$ cat config.mk
export PLATFORM = sky130hd
export DESIGN_NAME = interrupt_flag_status_bank
export DESIGN_NICKNAME = d
export VERILOG_FILES = /design/src/logic/irq_flag_pkg.sv /design/src/logic/flag_word.sv /design/src/logic/interrupt_flag_status_bank.sv
export SDC_FILE = /design/constraint.sdc
export NUM_CORES = 1
export LEC_CHECK = 0
export BUFFER_PORTS_ARGS = -buffer_cell sky130_fd_sc_hd__clkbuf_2
export CAP_MARGIN = 25
export CORE_MARGIN = 2
export CORE_UTILIZATION = 55
export CTS_BUF_LIST = sky130_fd_sc_hd__clkbuf_8
export CTS_CLUSTER_SIZE = 14
export DETAILED_ROUTE_END_ITERATION = 7
export PLACE_DENSITY = 0.9
export SLEW_MARGIN = 30
export SYNTH_ARGS = -nofsm -noshare
export SYNTH_HDL_FRONTEND = slang
export SYNTH_SLANG_ARGS = --single-unit
$ cat constraint.sdc
create_clock -name clk -period 6.2 [get_ports clk]
set_clock_uncertainty 0.15 [all_clocks]
set_input_delay 0 -clock clk [delete_from_list [all_inputs] [get_ports clk]]
set_output_delay 0 -clock clk [all_outputs]
set_load 0.02 [all_outputs]
$ cat src/logic/irq_flag_pkg.sv
package irq_flag_pkg;

	// ----------------------------------------
	// register map, byte addresses
	// ----------------------------------------
	localparam logic [3:0] ADDR_FLAGS3 = 4'h0;
	localparam logic [3:0] ADDR_FLAGS4 = 4'h4;
	localparam logic [3:0] ADDR_ENABLE3 = 4'h8;
	localparam logic [3:0] ADDR_ENABLE4 = 4'hC;

	// ----------------------------------------
	// layout of the upper flag word
	// ----------------------------------------
	localparam int REG_WIDTH = 16;
	localparam int BIT_CAN2_TX = 7;
	localparam int BIT_CAN1_TX = 6;
	localparam int BIT_DMA7_DONE = 5;
	localparam int BIT_DMA6_DONE = 4;
	localparam int BIT_UART2_ERR = 2;
	localparam int BIT_UART1_ERR = 1;
	localparam logic [15:0] FLAGS4_IMPL_MASK = 16'h00F6;
	// lower word is only partly documented: treat all bits as plain flags
	localparam logic [15:0] FLAGS3_IMPL_MASK = 16'hFFFF;
	localparam logic [15:0] FLAGS_RESET = 16'h0000;
	localparam logic [31:0] DATA_ZERO = 32'h0000_0000;

endpackage

$ cat src/logic/flag_word.sv
`timescale 1ns/1ps
module flag_word #(
	parameter logic [15:0] IMPL_MASK = 16'hFFFF
)(
	input wire logic clk,
	input wire logic rst_n,
	input wire logic [15:0] setEvents,
	input wire logic writeEn,
	input wire logic [15:0] writeData,
	input wire logic [1:0] byteSel,
	output logic [15:0] flags
);

	typedef struct packed
	{
		logic [15:0] flags;
	} state_type;

	state_type stateQ;
	state_type stateD;
	logic [15:0] laneMask;

	assign laneMask = {{8{byteSel[1]}}, {8{byteSel[0]}}};
	assign flags = stateQ.flags;

	// ----------------------------------------
	// next value: write first, event set on top so it wins
	// ----------------------------------------
	always_comb
	begin
		stateD = stateQ;
		if (writeEn)
		begin
			stateD.flags = (stateQ.flags & ~laneMask) | (writeData & laneMask);
		end
		stateD.flags = (stateD.flags | setEvents) & IMPL_MASK;
	end

	// ----------------------------------------
	// state register
	// ----------------------------------------
	always_ff @(posedge clk or negedge rst_n)
	begin
		if (!rst_n)
		begin
			stateQ <= '{flags: irq_flag_pkg::FLAGS_RESET};
		end
		else
		begin
			stateQ <= stateD;
		end
	end

endmodule

$ cat src/logic/interrupt_flag_status_bank.sv
// The register addresses and register access over Wishbone are this design's own decisions.
`timescale 1ns/1ps
module interrupt_flag_status_bank (
	input wire logic clk,
	input wire logic rst_n,
	input wire logic wb_cyc_i,
	input wire logic wb_stb_i,
	input wire logic wb_we_i,
	input wire logic [3:0] wb_adr_i,
	input wire logic [3:0] wb_sel_i,
	input wire logic [31:0] wb_dat_i,
	output logic [31:0] wb_dat_o,
	output logic wb_ack_o,
	input wire logic [15:0] flags3Events,
	input wire logic can2TxRequest,
	input wire logic can1TxRequest,
	input wire logic dmaCh7Done,
	input wire logic dmaCh6Done,
	input wire logic uart2Error,
	input wire logic uart1Error,
	output logic [15:0] pendingFlags3,
	output logic [15:0] pendingFlags4,
	output logic irq
);

	typedef struct packed
	{
		logic ack;
		logic [31:0] readData;
		logic [15:0] enable3;
		logic [15:0] enable4;
		logic [15:0] pending3;
		logic [15:0] pending4;
		logic irq;
	} state_type;

	state_type stateQ;
	state_type stateD;
	logic [15:0] events4;
	logic [15:0] flags3;
	logic [15:0] flags4;
	logic access;
	logic wrFlags3;
	logic wrFlags4;

	// ----------------------------------------
	// peripheral events into the upper word
	// ----------------------------------------
	// sources are same-clock logic, so no synchronisers
	always_comb
	begin
		events4 = 16'h0000;
		events4[irq_flag_pkg::BIT_CAN2_TX] = can2TxRequest;
		events4[irq_flag_pkg::BIT_CAN1_TX] = can1TxRequest;
		events4[irq_flag_pkg::BIT_DMA7_DONE] = dmaCh7Done;
		events4[irq_flag_pkg::BIT_DMA6_DONE] = dmaCh6Done;
		events4[irq_flag_pkg::BIT_UART2_ERR] = uart2Error;
		events4[irq_flag_pkg::BIT_UART1_ERR] = uart1Error;
	end

	// a write lands only on the single ack edge
	assign access = wb_cyc_i && wb_stb_i && !stateQ.ack;
	assign wrFlags3 = access && wb_we_i && (wb_adr_i == irq_flag_pkg::ADDR_FLAGS3);
	assign wrFlags4 = access && wb_we_i && (wb_adr_i == irq_flag_pkg::ADDR_FLAGS4);

	// ----------------------------------------
	// flag words
	// ----------------------------------------
	flag_word #(
		.IMPL_MASK(irq_flag_pkg::FLAGS3_IMPL_MASK)
	) flagWord3 (
		.clk(clk),
		.rst_n(rst_n),
		.setEvents(flags3Events),
		.writeEn(wrFlags3),
		.writeData(wb_dat_i[15:0]),
		.byteSel(wb_sel_i[1:0]),
		.flags(flags3)
	);

	flag_word #(
		.IMPL_MASK(irq_flag_pkg::FLAGS4_IMPL_MASK)
	) flagWord4 (
		.clk(clk),
		.rst_n(rst_n),
		.setEvents(events4),
		.writeEn(wrFlags4),
		.writeData(wb_dat_i[15:0]),
		.byteSel(wb_sel_i[1:0]),
		.flags(flags4)
	);

	// ----------------------------------------
	// bus slave, enables and request output
	// ----------------------------------------
	// one wait-free answer: ack one cycle after the strobe, then low a cycle
	always_comb
	begin
		stateD = stateQ;
		stateD.ack = access;
		stateD.readData = irq_flag_pkg::DATA_ZERO;
		if (access && wb_we_i && wb_adr_i == irq_flag_pkg::ADDR_ENABLE3)
		begin
			if (wb_sel_i[0])
			begin
				stateD.enable3[7:0] = wb_dat_i[7:0];
			end
			if (wb_sel_i[1])
			begin
				stateD.enable3[15:8] = wb_dat_i[15:8];
			end
		end
		if (access && wb_we_i && wb_adr_i == irq_flag_pkg::ADDR_ENABLE4)
		begin
			if (wb_sel_i[0])
			begin
				stateD.enable4[7:0] = wb_dat_i[7:0];
			end
			if (wb_sel_i[1])
			begin
				stateD.enable4[15:8] = wb_dat_i[15:8];
			end
			stateD.enable4 = stateD.enable4 & irq_flag_pkg::FLAGS4_IMPL_MASK;
		end
		if (access && !wb_we_i)
		begin
			case (wb_adr_i)
				irq_flag_pkg::ADDR_FLAGS3: stateD.readData = {16'h0000, flags3};
				irq_flag_pkg::ADDR_FLAGS4: stateD.readData = {16'h0000, flags4};
				irq_flag_pkg::ADDR_ENABLE3: stateD.readData = {16'h0000, stateQ.enable3};
				irq_flag_pkg::ADDR_ENABLE4: stateD.readData = {16'h0000, stateQ.enable4};
				default: stateD.readData = irq_flag_pkg::DATA_ZERO;
			endcase
		end
		stateD.pending3 = flags3 & stateQ.enable3;
		stateD.pending4 = flags4 & stateQ.enable4;
		stateD.irq = |{stateD.pending3, stateD.pending4};
	end

	always_ff @(posedge clk or negedge rst_n)
	begin
		if (!rst_n)
		begin
			stateQ <= '0;
		end
		else
		begin
			stateQ <= stateD;
		end
	end

	assign wb_ack_o = stateQ.ack;
	assign wb_dat_o = stateQ.readData;
	assign pendingFlags3 = stateQ.pending3;
	assign pendingFlags4 = stateQ.pending4;
	assign irq = stateQ.irq;

endmodule

==> key figures <==
Drt
  • Vias per std cell: 5.36
  • DRC: 0
  • DRT Wirelength: 8490 um
  • Iteration count of the initial detailed-routing pass: 5
  • Routed Antenna Nets: 0
  • Initial DRC Count: about 210
  • Via Count: around 2800
  • Wire per inst: 16.3 um

Critical path
  • Critical Path RT: 6260 ps
  • Worst R2R End: flagWord3.flags[5]$_DFF_PN0_
  • Critical Path AT: roughly 2700 ps
  • Crit-path max cell delay: 610 ps
  • CP Launch Type: flip-flop
  • Critical path peak fanout: 16
  • RR Startpoint: wb_ack_o$_DFF_PN0_
  • WS Path Type: flip-flop to flip-flop
  • CP Cell Sequence: and4b_1 > nand3_1 > nor3_1 > a21oi_1 > dlygate4sd3_1
  • CP Capture Type: flip-flop
  • Slowest cell on the critical path: dlygate4sd3_1
  • Worst R2R Setup Slack: ~3600 ps
  • Worst r2r path cells: 5

Clocking
  • Post-CTS sizing: 0
  • Hold buffer count at cts: 52
  • Total CTS buffers: 9
  • Clk Latency, worst-skew pair: roughly 330 ps
  • H-tree Lvls: 3
  • Worst-case clock buffer depth: 2
  • TritonCTS clock tree: yes
  • CTS Sinks: 84
  • Clock transition at the registers of the reported paths: approximately 80 ps
  • Post-CTS setup buffers: 0
  • Root Buffer: clkbuf_8

Synthesis
  • Synth Warn #: 0
  • Synth top area share: 56.6%
  • Mapped Area: around 0.0037 mm2
  • Synth cell types: 21
  • Syn Area/Cell: between 10 and 15 um2
  • Post-Syn Instances: roughly 330
  • Yosys reg bits: 84
  • Area leader, netlist: dfrtp_1
  • Top cells by area, synth: dfrtp_1, buf_4, mux2_2, a22oi_1, and2_1
  • Sequential share of the synthesized area: 56.6%

Timing
  • Period utilization: a little over two fifths
  • Max Clock Freq: approximately 380 MHz
  • Fin. max-slew vios: 0
  • Final setup violation count: 0
  • Max-slew headroom: about 50%
  • Final hold vios: 0
  • Setup TNS Final: 0 ps
  • Tightest Pin Transition: 741 ps
  • Tmin final: around 2600 ps
  • Hold_ws: 115 ps
  • RSZ-0062 raised after global routing: no

Worst hold path
  • Class of the worst hold path: input port to flip-flop
  • Worst hold stages: 5
  • Worst hold path endpoint: wb_dat_o[6]$_DFF_PN0_
  • Hold Path Origin: wb_adr_i[3]

GRT
  • Gr usage total: between 20% and 30%
  • First-pass GRT wire length: between 10000 and 15000 um
  • Overflow after GRT: 0
  • Initial antenna violation count: 0
  • Largest net degree at the start of global routing: 85
  • Number of global-route vias before repair: approximately 2900

Die
  • Num ports: ~130
  • Row count: 29
  • Core area: approximately 0.0064 mm2
  • Die ar.: roughly 0.0074 mm2
  • Starting Density: approximately 58%
  • Die Width: 86.2 um
  • Die Ht: 86.2 um

Power and ir drop
  • Pwr Total: between 1 and 1.5 mW
  • Total leakage power: about 2.2 nW
  • VDD IR max: around 0.00012 V
  • Pwr dens: approximately 240 mW/mm2

Finish
  • Final non-filler cell area: 0.00461 mm2
  • Most frequent cells in the layout: clkbuf_2, dfrtp_1, dlygate4sd3_1, nor2_1, a21oi_1
  • Share of cells above drive strength 1: roughly 30%
  • Final #Nets: between 500 and 600
  • FILL cells: between 400 and 500
  • # diodes: 0
  • Commonest non-fill, non-tap cell in the layout: clkbuf_2
  • Area grow syn2layout: 24.2%

Status
  • Status: complete, no violations

Run
  • Maxcap violations: 0

Place
  • Port bufs: just under 90
  • RePlAce Congestion: approximately 0.8
  • DP HPWL: 5080 um
  • Post-DP Area: between 0.003 and 0.004 mm2
## Yosys cell counts
| master | n |
|---|---|
| a21oi_1 | 28 |
| a22oi_1 | 22 |
| and2_1 | 23 |
| and2_4 | 1 |
| and4b_1 | 1 |
| buf_2 | 1 |
| buf_4 | 64 |
| clkbuf_1 | 5 |
| conb_1 | 1 |
| dfrtp_1 | 84 |
| mux2_2 | 22 |
| nand2_1 | 6 |
| nand3_1 | 3 |
| nor2_1 | 33 |
| nor3_1 | 24 |
| nor4_2 | 1 |
| nor4b_1 | 1 |
| nor4b_2 | 1 |
| or2_2 | 4 |
| or3_1 | 1 |
| or4_1 | 5 |
## worst max-delay path by stage
stage | startpoint | end | slack, ps
floorplan | stateQ[52]$_DFFE_PN0P_ | irq$_DFF_PN0_ | 4130
global placement | stateQ[64]$_DFFE_PN0P_ | irq$_DFF_PN0_ | 4030
detailed placement | stateQ[64]$_DFFE_PN0P_ | irq$_DFF_PN0_ | 3980
CTS | wb_ack_o$_DFF_PN0_ | flagWord3.flags[5]$_DFF_PN0_ | 3670
global route | wb_ack_o$_DFF_PN0_ | flagWord3.flags[7]$_DFF_PN0_ | 3390
finish | wb_ack_o$_DFF_PN0_ | flagWord3.flags[5]$_DFF_PN0_ | 3580
## cell families (layout without fill, tap and decap cells)
family | Yosys count | after routing | share of synthesized area (%)
compound gates | 50 | 50 | 8.22
buf+inv | 70 | 158 | 13.6
flops | 84 | 84 | 56.6
mux | 22 | 22 | 6.67
other cells | 1 | 26 | 0.101
simple gates | 104 | 104 | 14.8
## per-stage QoR
step           cells  setup slack [ps]  utilization [%]
6_report         521              3580             71.8
5_1_grt          521              3390             71.8
4_1_cts          521              3670             71.7
3_5_place_dp     454              3980             60.4
3_3_place_gp     454              4030             60.4
2_1_floorplan    356              4130                -
## routing by layer
metal  share of wire (%)  vias up  track usage (%)
li1                    -     1275                -
met1                  38     1339             27.9
met2                  52      145             40.9
met3                 6.6       31             5.20
met4                 4.0        0             13.3
met5                   0        -                0
## layout make-up
cell class	instances	area (um2)	area share (%)
flip-flops and latches	84	2100	45.6
clock inverters	4	48.8	1.06
repair buffers	143	990	21.5
multi-input cells	202	1220	26.5
clock buffers	11	151	3.28
well taps	77	96.3	2.09
## registers in the layout (all words and copies together), names as in the netlist
register and cells:
flagWord3.flags 16, flagWord4.flags 6, irq 1, pendingFlags3 16
pendingFlags4 6, stateQ 22, wb_ack_o 1, wb_dat_o 16
## critical path: cells and delay by family, from the launching register on
| kind | cells | cell delay, ps |
|---|---|---|
| flops | 1 | 400 |
| compound gates | 1 | 80 |
| simple gates | 3 | 1270 |
| buf+inv | 1 | 610 |
## report_power, final
part	switching (mW)	internal [mW]	leakage, nW
logic	0.0832	0.0621	1.04
registers	0.0107	0.570	1.04
clock network	0.181	0.205	0.105
Power figures use the tool's default switching activity.
